[config.mk]
export PLATFORM = sky130hd
export DESIGN_NAME = gpe_port
export DESIGN_NICKNAME = d
export VERILOG_FILES = /design/src/verilog/gpe_pkg.sv /design/src/verilog/gpe_port.sv
export VERILOG_INCLUDE_DIRS = /design/src /design/src/verilog
export SDC_FILE = /design/constraint.sdc
export NUM_CORES = 1
export LEC_CHECK = 0
export BUFFER_PORTS_ARGS = -buffer_cell sky130_fd_sc_hd__buf_2
export CORE_MARGIN = 2
export CORE_UTILIZATION = 46
export DETAILED_ROUTE_END_ITERATION = 12
export PLACE_DENSITY = 0.68
export SKIP_CTS_REPAIR_TIMING = 1
export SLEW_MARGIN = 20
export SYNTH_ARGS = -nofsm -noshare
export SYNTH_HDL_FRONTEND = slang
export SYNTH_SLANG_ARGS = --single-unit
export TNS_END_PERCENT = 30
[constraint.sdc]
create_clock -name I_CORE_CLK -period 8.6 [get_ports I_CORE_CLK]
set_input_delay 1.72 -clock I_CORE_CLK [delete_from_list [all_inputs] [get_ports I_CORE_CLK]]
set_output_delay 1.72 -clock I_CORE_CLK [all_outputs]
set_load 0.03 [all_outputs]
[src/verilog/gpe_map.svh]
// register offsets, field positions and reset values of the gpio port block
`ifndef GPE_MAP_SVH
`define GPE_MAP_SVH

// ----------------------------------------------------------------
// register byte offsets
// ----------------------------------------------------------------
`define GPE_OFF_OUT_DATA   8'h00
`define GPE_OFF_OUT_SET    8'h04
`define GPE_OFF_OUT_CLR    8'h08
`define GPE_OFF_OUT_INV    8'h0C
`define GPE_OFF_PIN_STATE  8'h10
`define GPE_OFF_IRQ_CFG    8'h14
`define GPE_OFF_IRQ_STATUS 8'h18
`define GPE_OFF_IRQ_MASK   8'h1C
`define GPE_OFF_FUNC_SEL   8'h20
`define GPE_OFF_DRIVE_EN   8'h24

// ----------------------------------------------------------------
// field positions
// ----------------------------------------------------------------
`define GPE_ST_FLT_EVT     8
`define GPE_ST_PIN_LSB     16
`define GPE_ST_FLT_LVL     24
`define GPE_CFG_MASK       32'h001F_FFFF

// ----------------------------------------------------------------
// reset values and bus answers
// ----------------------------------------------------------------
`define GPE_RST_OUT_DATA   8'h00
`define GPE_RST_IRQ_CFG    32'h0000_0000
`define GPE_RST_IRQ_MASK   9'h000
`define GPE_RST_FUNC_SEL   8'h00
`define GPE_RST_DRIVE_EN   8'h00
`define GPE_RESP_OKAY      2'h0
`define GPE_RESP_SLVERR    2'h2

`endif

[src/verilog/gpe_pkg.sv]
// types shared by the gpio port block
`default_nettype none
package gpe_pkg;

  // ----------------------------------------------------------------
  // edge detector trigger polarity
  // ----------------------------------------------------------------
  typedef enum logic [1:0] {
    GPE_EDGE_OFF  = 2'h0,
    GPE_EDGE_RISE = 2'h1,
    GPE_EDGE_FALL = 2'h2,
    GPE_EDGE_BOTH = 2'h3
  } gpe_edge_t;

  // ----------------------------------------------------------------
  // port_irq_config layout
  // ----------------------------------------------------------------
  typedef struct packed {
    logic [10:0] rsvd;
    logic [2:0]  filter_pin_choice;
    logic [1:0]  flt_edge;
    logic [15:0] pin_edge;
  } gpe_irq_cfg_t;

endpackage

`default_nettype wire

[src/verilog/gpe_port.sv]
// eight-pin gpio port with edge interrupts, glitch filter and axi4-lite registers
`timescale 1ns/1ps
`default_nettype none
`include "gpe_map.svh"

// Functional notes
// - each pin edge detector uses a two-bit polarity: off, rising, falling or both edges.
// - a further detector watches a glitch filter fed by the pin that a three-bit choice names.
// - all detector flags of the port that the mask register enables are ORed into one interrupt request.
// - status bits 0 to 7 hold pin events and bit 8 the glitch filter event.
// - status bits 16 to 23 show live pin levels and bit 24 the filter output level.
// - writing one to a status flag clears it, and software must clear serviced flags.
// - a set status flag stays set until software clears it, and holds the request while its mask bit is set.
// - writes to the output data register drive only pins switched to plain io and reads return the written value.
// - set, clear and invert registers change only the output bits written with one.
// - the pin state register reads live pin levels and ignores writes.
// - a serial block using a pin as input forces that pin's output buffer off.
// - a timer block input taken from a pin forces that pin's output buffer off.
module gpe_port
  import gpe_pkg::*;
#(
  parameter int FLT_DEPTH = 3
)(
  input  wire logic        I_CORE_CLK,
  input  wire logic        I_RST,
  input  wire logic [7:0]  I_PIN_IN,
  output var  logic [7:0]  O_PIN_OUT,
  output var  logic [7:0]  O_PIN_OE,
  input  wire logic [7:0]  I_PERIPH_OUT,
  input  wire logic [7:0]  I_PERIPH_OE,
  input  wire logic [7:0]  I_SERIAL_IN,
  input  wire logic [7:0]  I_TIMER_IN,
  output var  logic        O_IRQ,
  input  wire logic        I_AWVALID,
  output var  logic        O_AWREADY,
  input  wire logic [7:0]  I_AWADDR,
  input  wire logic        I_WVALID,
  output var  logic        O_WREADY,
  input  wire logic [31:0] I_WDATA,
  input  wire logic [3:0]  I_WSTRB,
  output var  logic        O_BVALID,
  input  wire logic        I_BREADY,
  output var  logic [1:0]  O_BRESP,
  input  wire logic        I_ARVALID,
  output var  logic        O_ARREADY,
  input  wire logic [7:0]  I_ARADDR,
  output var  logic        O_RVALID,
  input  wire logic        I_RREADY,
  output var  logic [31:0] O_RDATA,
  output var  logic [1:0]  O_RRESP
);

  // ----------------------------------------------------------------
  // elaboration checks
  // ----------------------------------------------------------------
  if (FLT_DEPTH < 2 || FLT_DEPTH > 16)
  begin : g_bad_depth
    $error("FLT_DEPTH must lie between 2 and 16");
  end

  // ----------------------------------------------------------------
  // functions
  // ----------------------------------------------------------------
  function automatic logic edge_hit(input logic [1:0] sel, input logic cur, input logic prv);
    logic hit;
    hit = 1'b0;
    case (gpe_edge_t'(sel))
      GPE_EDGE_RISE: hit = cur & ~prv;
      GPE_EDGE_FALL: hit = ~cur & prv;
      GPE_EDGE_BOTH: hit = cur ^ prv;
      default:       hit = 1'b0;
    endcase
    return hit;
  endfunction

  function automatic logic [31:0] lane_mask(input logic [3:0] strb);
    return {{8{strb[3]}}, {8{strb[2]}}, {8{strb[1]}}, {8{strb[0]}}};
  endfunction

  function automatic logic [9:0] decode(input logic [7:0] addr);
    logic [9:0] hit;
    hit = 10'h000;
    hit[0] = (addr == `GPE_OFF_OUT_DATA);
    hit[1] = (addr == `GPE_OFF_OUT_SET);
    hit[2] = (addr == `GPE_OFF_OUT_CLR);
    hit[3] = (addr == `GPE_OFF_OUT_INV);
    hit[4] = (addr == `GPE_OFF_PIN_STATE);
    hit[5] = (addr == `GPE_OFF_IRQ_CFG);
    hit[6] = (addr == `GPE_OFF_IRQ_STATUS);
    hit[7] = (addr == `GPE_OFF_IRQ_MASK);
    hit[8] = (addr == `GPE_OFF_FUNC_SEL);
    hit[9] = (addr == `GPE_OFF_DRIVE_EN);
    return hit;
  endfunction

  // ----------------------------------------------------------------
  // state
  // ----------------------------------------------------------------
  logic [7:0]           pin_s1_reg;
  logic [7:0]           pin_s2_reg;
  logic [7:0]           pin_prev_reg;
  logic [FLT_DEPTH-1:0] flt_hist_reg;
  logic                 flt_out_reg;
  logic                 flt_prev_reg;
  logic [7:0]           out_reg;
  logic [7:0]           func_reg;
  logic [7:0]           oe_reg;
  logic [31:0]          cfg_reg;
  logic [8:0]           st_reg;
  logic [8:0]           mask_reg;
  logic                 aw_got_reg;
  logic                 w_got_reg;
  logic [7:0]           awaddr_reg;
  logic [31:0]          wdata_reg;
  logic [3:0]           wstrb_reg;
  gpe_irq_cfg_t         cfg_view;

  // ----------------------------------------------------------------
  // write channel
  // ----------------------------------------------------------------
  wire        aw_hs    = I_AWVALID & O_AWREADY;
  wire        w_hs     = I_WVALID & O_WREADY;
  wire        aw_have  = aw_got_reg | aw_hs;
  wire        w_have   = w_got_reg | w_hs;
  // address and data may arrive in either order; the response waits for both
  wire        do_wr    = aw_have & w_have & ~O_BVALID;
  wire [7:0]  wr_addr  = aw_got_reg ? awaddr_reg : I_AWADDR;
  wire [31:0] wr_data  = w_got_reg ? wdata_reg : I_WDATA;
  wire [3:0]  wr_strb  = w_got_reg ? wstrb_reg : I_WSTRB;
  wire [9:0]  wr_hit   = decode(wr_addr);
  wire        wr_ok    = |wr_hit;
  wire [31:0] wr_lane  = lane_mask(wr_strb);
  wire [31:0] wr_bits  = wr_data & wr_lane;
  wire        aw_next  = aw_have & ~do_wr;
  wire        w_next   = w_have & ~do_wr;
  wire        bv_next  = do_wr | (O_BVALID & ~I_BREADY);

  wire wr_is_dr  = do_wr & wr_hit[0];
  wire wr_is_set = do_wr & wr_hit[1];
  wire wr_is_clr = do_wr & wr_hit[2];
  wire wr_is_inv = do_wr & wr_hit[3];
  wire wr_is_ps  = do_wr & wr_hit[4];
  wire wr_is_cfg = do_wr & wr_hit[5];
  wire wr_is_st  = do_wr & wr_hit[6];
  wire wr_is_msk = do_wr & wr_hit[7];
  wire wr_is_fn  = do_wr & wr_hit[8];
  wire wr_is_oe  = do_wr & wr_hit[9];

  always_ff @(posedge I_CORE_CLK)
  begin
    if (I_RST)
    begin
      aw_got_reg <= 1'b0;
      w_got_reg  <= 1'b0;
      O_AWREADY  <= 1'b0;
      O_WREADY   <= 1'b0;
      O_BVALID   <= 1'b0;
      O_BRESP    <= `GPE_RESP_OKAY;
      awaddr_reg <= 8'h00;
      wdata_reg  <= 32'h0000_0000;
      wstrb_reg  <= 4'h0;
    end
    else
    begin
      aw_got_reg <= aw_next;
      w_got_reg  <= w_next;
      O_AWREADY  <= ~aw_next & ~bv_next;
      O_WREADY   <= ~w_next & ~bv_next;
      O_BVALID   <= bv_next;
      if (do_wr)
        O_BRESP <= wr_ok ? `GPE_RESP_OKAY : `GPE_RESP_SLVERR;
      if (aw_hs)
        awaddr_reg <= I_AWADDR;
      if (w_hs)
      begin
        wdata_reg <= I_WDATA;
        wstrb_reg <= I_WSTRB;
      end
    end
  end

  // ----------------------------------------------------------------
  // pin sampling and glitch filter
  // ----------------------------------------------------------------
  assign cfg_view = cfg_reg;
  wire [2:0] flt_pin = cfg_view.filter_pin_choice;
  wire       flt_in  = pin_s2_reg[flt_pin];
  wire       flt_hi  = &flt_hist_reg;
  wire       flt_lo  = ~|flt_hist_reg;
  // a level must hold for FLT_DEPTH samples before the filter output follows
  wire       flt_next = flt_hi ? 1'b1 : (flt_lo ? 1'b0 : flt_out_reg);

  always_ff @(posedge I_CORE_CLK)
  begin
    if (I_RST)
    begin
      pin_s1_reg   <= 8'h00;
      pin_s2_reg   <= 8'h00;
      pin_prev_reg <= 8'h00;
      flt_hist_reg <= '0;
      flt_out_reg  <= 1'b0;
      flt_prev_reg <= 1'b0;
    end
    else
    begin
      pin_s1_reg   <= I_PIN_IN;
      pin_s2_reg   <= pin_s1_reg;
      pin_prev_reg <= pin_s2_reg;
      flt_hist_reg <= {flt_hist_reg[FLT_DEPTH-2:0], flt_in};
      flt_out_reg  <= flt_next;
      flt_prev_reg <= flt_out_reg;
    end
  end

  // ----------------------------------------------------------------
  // edge detectors and interrupt status
  // ----------------------------------------------------------------
  logic [8:0] ev_all;
  for (genvar g = 0; g < 8; g++)
  begin : g_edge
    assign ev_all[g] = edge_hit(cfg_reg[2*g +: 2], pin_s2_reg[g], pin_prev_reg[g]);
  end
  assign ev_all[`GPE_ST_FLT_EVT] = edge_hit(cfg_view.flt_edge,
                                            flt_out_reg, flt_prev_reg);

  wire [8:0] st_clr  = wr_is_st ? wr_bits[8:0] : 9'h000;
  // an event in the clearing cycle survives the clear
  wire [8:0] st_next = (st_reg & ~st_clr) | ev_all;
  wire [8:0] mask_next = wr_is_msk ? ((mask_reg & ~wr_lane[8:0]) | wr_bits[8:0]) : mask_reg;
  // gate with the new mask so the request never lags a mask write by a cycle
  wire       irq_next = |(st_next & mask_next);

  // ----------------------------------------------------------------
  // output data and pin drive
  // ----------------------------------------------------------------
  wire [7:0] lo_bits = wr_bits[7:0];
  wire [7:0] out_dr  = (out_reg & ~wr_lane[7:0]) | lo_bits;
  wire [7:0] out_next = wr_is_dr  ? out_dr :
                        wr_is_set ? (out_reg | lo_bits) :
                        wr_is_clr ? (out_reg & ~lo_bits) :
                        wr_is_inv ? (out_reg ^ lo_bits) : out_reg;
  // firmware drives only pins switched to plain io; others belong to peripherals
  wire [7:0] pin_val = (func_reg & out_reg) | (~func_reg & I_PERIPH_OUT);
  wire [7:0] pin_en  = (func_reg & oe_reg) | (~func_reg & I_PERIPH_OE);
  wire [7:0] pin_off = I_SERIAL_IN | I_TIMER_IN;

  always_ff @(posedge I_CORE_CLK)
  begin
    if (I_RST)
    begin
      out_reg   <= `GPE_RST_OUT_DATA;
      func_reg  <= `GPE_RST_FUNC_SEL;
      oe_reg    <= `GPE_RST_DRIVE_EN;
      cfg_reg   <= `GPE_RST_IRQ_CFG;
      st_reg    <= 9'h000;
      mask_reg  <= `GPE_RST_IRQ_MASK;
      O_IRQ     <= 1'b0;
      O_PIN_OUT <= 8'h00;
      O_PIN_OE  <= 8'h00;
    end
    else
    begin
      out_reg   <= out_next;
      st_reg    <= st_next;
      O_IRQ     <= irq_next;
      O_PIN_OUT <= pin_val;
      O_PIN_OE  <= pin_en & ~pin_off;
      if (wr_is_fn)
        func_reg <= (func_reg & ~wr_lane[7:0]) | lo_bits;
      if (wr_is_oe)
        oe_reg <= (oe_reg & ~wr_lane[7:0]) | lo_bits;
      if (wr_is_cfg)
        cfg_reg <= ((cfg_reg & ~wr_lane) | wr_bits) & `GPE_CFG_MASK;
      mask_reg  <= mask_next;
    end
  end

  // ----------------------------------------------------------------
  // read channel
  // ----------------------------------------------------------------
  wire        ar_hs   = I_ARVALID & O_ARREADY;
  wire        rv_next = ar_hs | (O_RVALID & ~I_RREADY);
  wire [9:0]  rd_hit  = decode(I_ARADDR);
  wire        rd_ok   = |rd_hit;
  // status read has no side effect, so a read racing an edge loses nothing here
  wire [31:0] rd_st   = {7'h00, flt_out_reg, pin_s2_reg, 7'h00, st_reg};
  wire [31:0] rd_data = rd_hit[0] ? {24'h000000, out_reg} :
                        rd_hit[4] ? {24'h000000, pin_s2_reg} :
                        rd_hit[5] ? cfg_reg :
                        rd_hit[6] ? rd_st :
                        rd_hit[7] ? {23'h000000, mask_reg} :
                        rd_hit[8] ? {24'h000000, func_reg} :
                        rd_hit[9] ? {24'h000000, oe_reg} : 32'h0000_0000;

  always_ff @(posedge I_CORE_CLK)
  begin
    if (I_RST)
    begin
      O_ARREADY <= 1'b0;
      O_RVALID  <= 1'b0;
      O_RDATA   <= 32'h0000_0000;
      O_RRESP   <= `GPE_RESP_OKAY;
    end
    else
    begin
      O_ARREADY <= ~rv_next;
      O_RVALID  <= rv_next;
      if (ar_hs)
      begin
        O_RDATA <= rd_data;
        O_RRESP <= rd_ok ? `GPE_RESP_OKAY : `GPE_RESP_SLVERR;
      end
    end
  end

  wire rd_is_st = ar_hs & rd_hit[6];
  wire rd_is_dr = ar_hs & rd_hit[0];
endmodule

`default_nettype wire

==> results.cfg, run 1 <==
[cts]
tritoncts = built
clk_pin_slew_ns = 0.07
ctsHtreeMaxLevel = 4
clock_sinks = 175
cts-buffers-inserted = 17
clk_path_buf_depth = 2
clock_latency_ns = 0.44
cts_root_buffer = clkbuf_16

[route]
routed_wl_um = 20600
drtPass1Iterations = 7
viasPerCell = 5.50
vias = 6922
wl_per_cell_um = 16.4
drc = 0
first_iter_violations = 435
drtAntennaViolNets = 0

[die]
num_io_pins = 157
start_util_pct = 47.1
die_h_um = 137
fp.dieArea_sq_um = 18800
core_area_sq_um = 17300
die_w_um = 137
rows = 48

[global_routing]
antenna_found_initial = 0
grt_max_degree = 94
grt_usage_pct = 22.4
grt_pass1_vias = 6366
grt_pass1_wl_um = 32400
overflow = 0

[job]
drv_cap = 0

[min_path]
holdPathStages = 1
worstHoldStart = pin_s1_reg[4]
whs_endpoint = pin_s2_reg[4]
hp-class = flip-flop to flip-flop

[synthesis]
synthFlopType = dfxtp_1
ys_types = 58
yosysWarnings = 0
netlist_area_sq_um = 8150
syn_inst = 916
seq_area_frac_synth_pct = 43.0
ys_ff_latch = 175
postSynthAreaPerCell_sq_um = 8.90
synth.area.top_cells = dfxtp_1 (43%), mux2i_1 (8.8%), nand2_1 (6.0%)
synth_edf_count = 0
synth_top_area_cell = dfxtp_1
async_reset_ff_share_pct = 0
synth.most_common_cell = dfxtp_1
synth_common_cells = dfxtp_1 (175), nand2_1 (131), nor2_1 (99), mux2i_1 (72), a21oi_1 (70)
synth_top_area_share_pct = 43.0

[power]
pwr-share-comb_pct = 10.0
p_seq_share_pct = 48.8
clkPwrFrac_pct = 41.2
power_switching_w = 0.000460
vdd_drop_max_mv = 0.144
p_leak_nw = 3.49
p_int_w = 0.00127
switching_share_pct = 26.5
power_density_nw_per_um2 = 184

[sta]
holdWs_ns = 0.439
fmax_mhz = 245
hold_viol_final = 0
period_share_pct = 47.4
slew_headroom_pct = 36.8
finalCriticalPeriod_ns = 4.08
finalSetupTns_ns = 0
worst_pin_slew_ns = 0.948
drv_slew = 0
finalSetupViolations = 0
setup_ws_ns = 4.52
rsz0062_at_grt = false
clock_skew_ns = 0.00984

[critical_path]
cpLargestDelayFamily = simple AND/OR/NAND/NOR gates
regToRegSetupSlack_ns = 5.21
worstPathRequired_ns = 8.87
cp_data_arrival_time_ns = 4.34
rr_worst_depth = 6
r2r_start = aw_got_reg
slowest_stage = nor4_4
critPathMaxFanout = 12
worstSetupPathType = input port to flip-flop
cpPeakStageDelay_ns = 0.60
r2r_end = O_IRQ
cp_num_buf_inv = 1
start_kind = input port
crit_path_cell_trace = buf_2 -> a21oi_1 -> or4_4 -> nor4_4 -> mux2_2 -> a222oi_1 -> a41oi_2
cp-end-kind = flip-flop

[placement]
dp_slack_ns = 3.86
portBuffers = 135
place.gp.congestion = 0.882
placed_area_sq_um = 8900
dpl.hpwl_um = 14700

[layout]
layout-drive-gt1-share_pct = 20.4
fin_nets = 1154
finalInstanceArea_sq_um = 9450
num_antenna_cells = 0
area_delta_synth_final_pct = 15.9

[outcome]
status = finished, final reports clean
[power groups by stage]
stage	clock, W	combinational [W]	sequential (W)
2_1_floorplan	0	0.000105	0.000876
3_3_place_gp	0	0.000172	0.000865
3_5_place_dp	0	0.000174	0.000865
4_1_cts	0.000724	0.000175	0.000847
5_1_grt	0.000758	0.000190	0.000849
6_report	0.000714	0.000174	0.000847
[kinds of logic (layout without fill, tap and decap cells)]
kind of cell,Yosys count,count (layout),synth area share (%)
AO/OA/AOI/OAI,165,165,13.8
adder cells (fa/ha/maj),34,34,5.22
buffers and inverters,96,205,5.14
flip-flops,175,175,43.0
multiplexers,93,93,12.2
other,1,9,0.0460
AND/OR/NAND/NOR,352,352,20.7
[metrics by stage]
step | power (W) | instances | util (%)
finish | 0.00173 | 1258 | 54.6
global route | 0.00180 | 1258 | 54.6
CTS | 0.00175 | 1258 | 54.6
detailed placement | 0.00104 | 1227 | 51.5
global placement | 0.00104 | 1227 | 51.5
floorplan | 0.000981 | 924 | -
[how the worst max path moves through the flow]
stage	to	from	cells past startpoint	slack, ns
3_5_place_dp	O_RDATA[1]	I_ARADDR[4]	7	3.86
3_3_place_gp	O_RDATA[1]	I_ARADDR[4]	7	3.89
2_1_floorplan	O_IRQ	I_AWVALID	7	4.73
4_1_cts	O_RDATA[1]	I_ARADDR[4]	7	4.32
5_1_grt	O_IRQ	I_AWVALID	7	4.35
6_report	O_IRQ	I_AWVALID	7	4.52
[cell usage in the layout (no fill, tap or decap), types with 3 or more instances in the layout]
cell type   synthesis  layout
a211o_1             6       6
a211oi_1           18      18
a21oi_1            70      70
a221oi_1            8       8
a222oi_1            7       7
a22o_1              8       8
a22oi_1             5       5
a311o_1             7       7
and2_1              3       3
and3_1              4       4
buf_2              11     134
buf_4              10       7
clkbuf_16           0      17
clkinv_4            0       5
clkinvlp_4          0       5
conb_1              1       9
dfxtp_1           175     175
ha_1               34      34
inv_1              33      33
mux2_2             18      18
mux2i_1            72      72
nand2_1           131     131
nand3_1            20      20
nor2_1             99      99
nor2_4              4       4
nor2b_1            36      35
nor3_1             22      22
nor3b_1             3       3
nor4_1             12      10
nor4_2              1       3
o211ai_1            8       8
o21ai_0             9       9
o31ai_1             6       6
[cell type report]
class,instances,area (sq um)
multi-input combinational,653,4270
clock inverter,12,91.3
inverter,33,124
fill,1638,7850
tap,225,282
sequential,175,3500
timing repair buffer,141,723
clock buffer,19,453
[per-layer routing]
layer,global-route usage [%],up-vias,share of wire [%]
met5,0,-,0
met3,3.67,35,5.2
met4,9.68,0,2.6
li1,-,3395,-
met2,35.8,188,47
met1,29.9,3304,45
Power figures use the tool's default switching activity.
==> run 2, diff against run 1 <==
--- a/config.mk
+++ b/config.mk
@@ -6,6 +6,7 @@
 export SDC_FILE = /design/constraint.sdc
 export NUM_CORES = 1
 export LEC_CHECK = 0
+export ABC_AREA = 1
 export BUFFER_PORTS_ARGS = -buffer_cell sky130_fd_sc_hd__buf_2
 export CORE_MARGIN = 2
 export CORE_UTILIZATION = 46
==> constraint.sdc (replaced) <==
create_clock -name I_CORE_CLK -period 4.1 [get_ports I_CORE_CLK]
set_input_delay 0.82 -clock I_CORE_CLK [delete_from_list [all_inputs] [get_ports I_CORE_CLK]]
set_output_delay 0.82 -clock I_CORE_CLK [all_outputs]
set_load 0.03 [all_outputs]
==> run 2 against run 1 <==
Wire length grew 8.1%. Power increased by 130%. Largest power group unchanged. Critical path depth up 2. Largest cell class unchanged. Register-to-register slack worse by 3.7 ns. Synthesized area is 2.3% higher.
==> results.cfg, run 2 <==
[outcome]
status = finished, final reports clean

[global_routing]
grt_usage_pct = 23.1
use_met2_pct = 36.8
met1_usage_pct = 31.6
overflow = 0
busiest_layer = met2
grt_max_degree = 46
antenna_found_initial = 0
met3_usage_pct = 5.49
grt_pass1_wl_um = 35900
grt_pass1_vias = 7119

[layout]
final_cell_mix = nand2_1 (221), dfxtp_1 (175), buf_2 (135)
post-route-util_pct = 54.4
layout-drive-gt1-share_pct = 17.6
num_antenna_cells = 0
fin_nets = 1400
nFillCells = 1767
layout_commonest_cell = nand2_1
area_delta_synth_final_pct = 16.8

[synthesis]
synth_edf_count = 0
synth_common_cells = nand2_1 (221), dfxtp_1 (175), inv_1 (135), nor2_1 (128), a21oi_1 (112)
async_reset_ff_share_pct = 0
syn_inst = 1153
yosysWarnings = 0
netlist_area_sq_um = 8340
synth_top_area_share_pct = 42.0
seq_area_frac_synth_pct = 42.0
synth.most_common_cell = nand2_1
synth.area.top_cells = dfxtp_1 (42%), nand2_1 (10%), a21oi_1 (6.7%)
postSynthAreaPerCell_sq_um = 7.23
ys_ff_latch = 175
ys_types = 42
synthFlopType = dfxtp_1
synth_top_area_cell = dfxtp_1

[route]
drc = 0
drtPass1Iterations = 6
first_iter_violations = 658
vias = 7865
drtAntennaViolNets = 0
routed_wl_um = 22300
viasPerCell = 5.21
wl_per_cell_um = 14.8

[placement]
place.gp.congestion = 0.914
dp_slack_ns = 1.30
portBuffers = 135
dpl.hpwl_um = 16100

[sta]
setup_ws_ns = 1.47
clock_skew_ns = 0.00984
drv_slew = 0
period_share_pct = 64.2
hold_viol_final = 0
finalSetupViolations = 0
finalCriticalPeriod_ns = 2.63
finalSetupTns_ns = 0
worst_pin_slew_ns = 0.898
fmax_mhz = 380
rsz0062_at_grt = false
slew_headroom_pct = 40.1

[die]
num_io_pins = 157
fp.dieArea_sq_um = 19200
core_area_sq_um = 17900
start_util_pct = 46.6
rows = 49
die_h_um = 139
die_w_um = 139

[power]
vdd_drop_max_mv = 0.304
power_density_nw_per_um2 = 410
p_leak_nw = 4.27

[cts]
clock_sinks = 175
ctsHtreeMaxLevel = 4
clk_path_buf_depth = 2
cts_root_buffer = clkbuf_16
clock_latency_ns = 0.43
clk_pin_slew_ns = 0.07
tritoncts = built
cts-buffers-inserted = 17

[job]
drv_cap = 0

[critical_path]
cpPeakStageDelay_ns = 0.38
start_kind = flip-flop
cp_num_buf_inv = 3
cp-end-kind = flip-flop
critPathMaxFanout = 26
cpLargestDelayFamily = simple AND/OR/NAND/NOR gates
cp_data_arrival_time_ns = 2.93
worstPathRequired_ns = 4.39
worstSetupPathType = flip-flop to flip-flop
worst_path_most_repeated_cell = nand2_1
slowest_stage = nand2_1
crit_path_cell_trace = buf_4 -> inv_2 -> nand2_1 -> nand2_2 -> inv_1 -> nor2_1 -> nand2_1 -> o21ai_0 -> a21oi_1

[min_path]
hp-class = flip-flop to flip-flop
-- run 2: cell types whose count changed after synthesis, sizes merged, moves of 32 or more --
cell | previous run | this run
mux2i | 73 | 0
inv | 33 | 144
a21oi | 70 | 114
nor2b | 36 | 0
nand2 | 131 | 239
nor2 | 103 | 135
o21ai | 9 | 116
nand3 | 20 | 63
-- run 2: routing by layer --
metal / share of wire, % / vias to the layer above
li1: - / 3989
met1: 47 / 3579
met2: 45 / 270
met3: 6.9 / 27
met4: 1.7 / 0
met5: 0 / -
-- run 2: final timing paths --
path                               startpoint       endpoint  cells after the start  slack (ns)
worst max register to register      w_got_reg      flip-flop                      9        1.47
worst min-delay path            pin_s1_reg[7]  pin_s2_reg[7]                      2        0.40
worst min register to register  pin_s1_reg[7]  pin_s2_reg[7]                      2        0.40
worst max-delay path                w_got_reg      flip-flop                      9        1.47
-- run 2: tightest hold or removal path: stages (launching register included) --
cell and delay [ns]:
dfxtp_1 0.30, inv_1 0.04, nor2_1 0.03
-- run 2: report_power, final --
| group | internal [W] | switching [W] | leakage [nW] |
|---|---|---|---|
| logic | 0.000136 | 0.000320 | 2.54 |
| clock network | 0.00103 | 0.000709 | 0.306 |
| registers | 0.00176 | 0.0000317 | 1.42 |
| total | 0.00293 | 0.00106 | 4.27 |
-- run 2: area by class of cell --
cell class | count | area, sq um | area share [%]
clock buffer | 21 | 480 | 4.94
clock inverter | 11 | 154 | 1.58
inverter | 145 | 549 | 5.64
multi-input combinational | 786 | 4030 | 41.4
sequential | 175 | 3500 | 36.0
tap | 229 | 287 | 2.94
timing repair buffer | 142 | 728 | 7.48
-- run 2: logic make-up after synthesis --
kind of cell    synth area share (%)
compound gates                  17.9
fa+ha+maj                       5.10
buf+inv                         9.97
flops                           42.0
other cells                   0.0450
simple gates                    24.9
-- run 2: stage by stage --
| step | cells | total power [W] | hold WS [ns] | instance area (sq um) |
|---|---|---|---|---|
| final | 1509 | 0.00399 | 0.401 | 9730 |
| after global routing | 1509 | 0.00413 | 0.417 | 9730 |
| after CTS | 1509 | 0.00400 | 0.401 | 9730 |
| after detailed placement | 1477 | 0.00228 | 0.392 | 9100 |
| after global placement | 1477 | 0.00228 | 0.391 | 9100 |
| after floorplan | 1161 | 0.00215 | 0.388 | 8370 |
==> run 3, diff against run 2 <==
--- a/config.mk
+++ b/config.mk
@@ -11,7 +11,7 @@
 export CORE_MARGIN = 2
 export CORE_UTILIZATION = 46
 export DETAILED_ROUTE_END_ITERATION = 12
-export PLACE_DENSITY = 0.68
+export PLACE_DENSITY = 0.71
 export SKIP_CTS_REPAIR_TIMING = 1
 export SLEW_MARGIN = 20
 export SYNTH_ARGS = -nofsm -noshare
==> constraint.sdc (replaced) <==
create_clock -name I_CORE_CLK -period 2.3 [get_ports I_CORE_CLK]
set_input_delay 0.46 -clock I_CORE_CLK [delete_from_list [all_inputs] [get_ports I_CORE_CLK]]
set_output_delay 0.46 -clock I_CORE_CLK [all_outputs]
set_load 0.03 [all_outputs]
==> run 3 against run 2 <==
Wire length increased by 0.39%. Global-route usage fell by 0.094 points. Cell count grew 0.86%. Combinational power grew 83%. Die area unchanged. Sequential share of layout area is 0.62 points lower. Core utilization up 0.96 points. Non-clock buffer count increased by 13. Largest cell class unchanged. Power is 84% higher.
==> results.cfg, run 3 (synthesized netlist as in run 2, its figures left out) <==
[critical_path]
worstSetupPathType = flip-flop to flip-flop
worstPathRequired_ns = 2.61
cp-end-kind = flip-flop
slowest_stage = dfxtp_1
crit_start = w_got_reg
start_kind = flip-flop
critPathMaxFanout = 15
r2r_start = w_got_reg
cpLargestDelayFamily = simple AND/OR/NAND/NOR gates
cp_data_arrival_time_ns = 2.40
cp_num_buf_inv = 3
worst_path_most_repeated_cell = nand2_1
cpPeakStageDelay_ns = 0.38
crit_path_cell_trace = inv_4 -> buf_4 -> nand2_1 -> nand2_1 -> nand2_1 -> inv_1 -> nand3_1 -> nand2_1 -> nand2_1 -> nand2_1 -> nand3_1 -> nor2_1 -> a21oi_2

[sta]
slew_headroom_pct = 47.9
finalSetupTns_ns = 0
worst_pin_slew_ns = 0.781
period_share_pct = 90.7
rsz0062_at_grt = false
finalSetupViolations = 0
clock_skew_ns = 0.00949
setup_ws_ns = 0.215
hold_viol_final = 0
drv_slew = 0
finalCriticalPeriod_ns = 2.09
fmax_mhz = 480

[global_routing]
grt_usage_pct = 23.0
grt_pass1_vias = 7035
antenna_found_initial = 0
grt_pass1_wl_um = 35600
grt_max_degree = 89
overflow = 0

[placement]
dpl.hpwl_um = 16000
dp_slack_ns = 0.228
placed_area_sq_um = 9220
place.gp.congestion = 0.895
portBuffers = 135

[min_path]
worstHoldStart = I_SERIAL_IN[0]
hp-class = input port to flip-flop

[power]
power_density_nw_per_um2 = 740
p_leak_nw = 4.37
vdd_drop_max_mv = 0.575

[layout]
finalInstanceArea_sq_um = 9910
final_cell_mix = nand2_1 (220), dfxtp_1 (175), buf_2 (135)
area_delta_synth_final_pct = 18.8
layout_commonest_cell = nand2_1
post-route-util_pct = 55.3
fin_nets = 1413
nFillCells = 1678
layout-drive-gt1-share_pct = 18.5
num_antenna_cells = 0

[route]
routed_wl_um = 22400
drtAntennaViolNets = 0
viasPerCell = 5.17
drtPass1Iterations = 5
vias = 7867
drc = 0
first_iter_violations = 661
wl_per_cell_um = 14.7

[die]
fp.dieArea_sq_um = 19200
die_w_um = 139
rows = 49
start_util_pct = 46.6
num_io_pins = 157
die_h_um = 139
core_area_sq_um = 17900

[cts]
clock_latency_ns = 0.44
cts-buffers-inserted = 17
tritoncts = built
clock_sinks = 175
cts_root_buffer = clkbuf_16
clk_path_buf_depth = 2
clk_pin_slew_ns = 0.07
ctsHtreeMaxLevel = 4

[job]
drv_cap = 0

[outcome]
status = finished, final reports clean
[run 3: cell count changes in the layout (fill, tap and decap cells not counted), sizes merged]
| cell | before | now |
|---|---|---|
| buf | 142 | 155 |
| inv | 146 | 150 |
| clkinv | 5 | 2 |
| bufinv | 3 | 5 |
| clkbuf | 21 | 19 |
| clkinvlp | 2 | 1 |
[run 3: path summary, 6_finish.rpt]
path                    to  slack, ns  depth (start not counted)
min            O_PIN_OE[0]       0.18                          2
min reg2reg  pin_s2_reg[4]       0.41                          2
max reg2reg          O_IRQ       0.21                         13
max                  O_IRQ       0.21                         13
[run 3: final cells by class]
cell class / instances / area (sq um) / area share [%]
Timing Repair Buffer: 155 / 851 / 8.59
Tap cell: 229 / 287 / 2.89
Multi-Input combinational cell: 786 / 4040 / 40.8
Inverter: 145 / 552 / 5.57
Clock inverter: 13 / 220 / 2.22
Clock buffer: 19 / 453 / 4.57
Sequential cell: 175 / 3500 / 35.4
[run 3: report_power, final]
| part | leakage (nW) | switching, W | internal, W |
|---|---|---|---|
| sequential | 1.42 | 0.0000597 | 0.00314 |
| combinational | 2.62 | 0.000569 | 0.000264 |
| clock | 0.329 | 0.00128 | 0.00201 |
| total | 4.37 | 0.00191 | 0.00542 |
[run 3: per-layer routing]
layer	up-vias	part of all wire [%]	GRT usage [%]
met1	3524	46	30.7
li1	4012	-	-
met5	-	0	0
met3	44	7.5	5.70
met2	287	44	35.9
met4	0	2.9	9.30
[run 3: stage by stage]
step	instances	total power [W]	hold slack [ns]
after CTS	1522	0.00736	0.165
after global placement	1490	0.00408	0.389
after global routing	1522	0.00759	0.171
after detailed placement	1490	0.00409	0.396
after floorplan	1161	0.00383	0.388
final	1522	0.00733	0.176
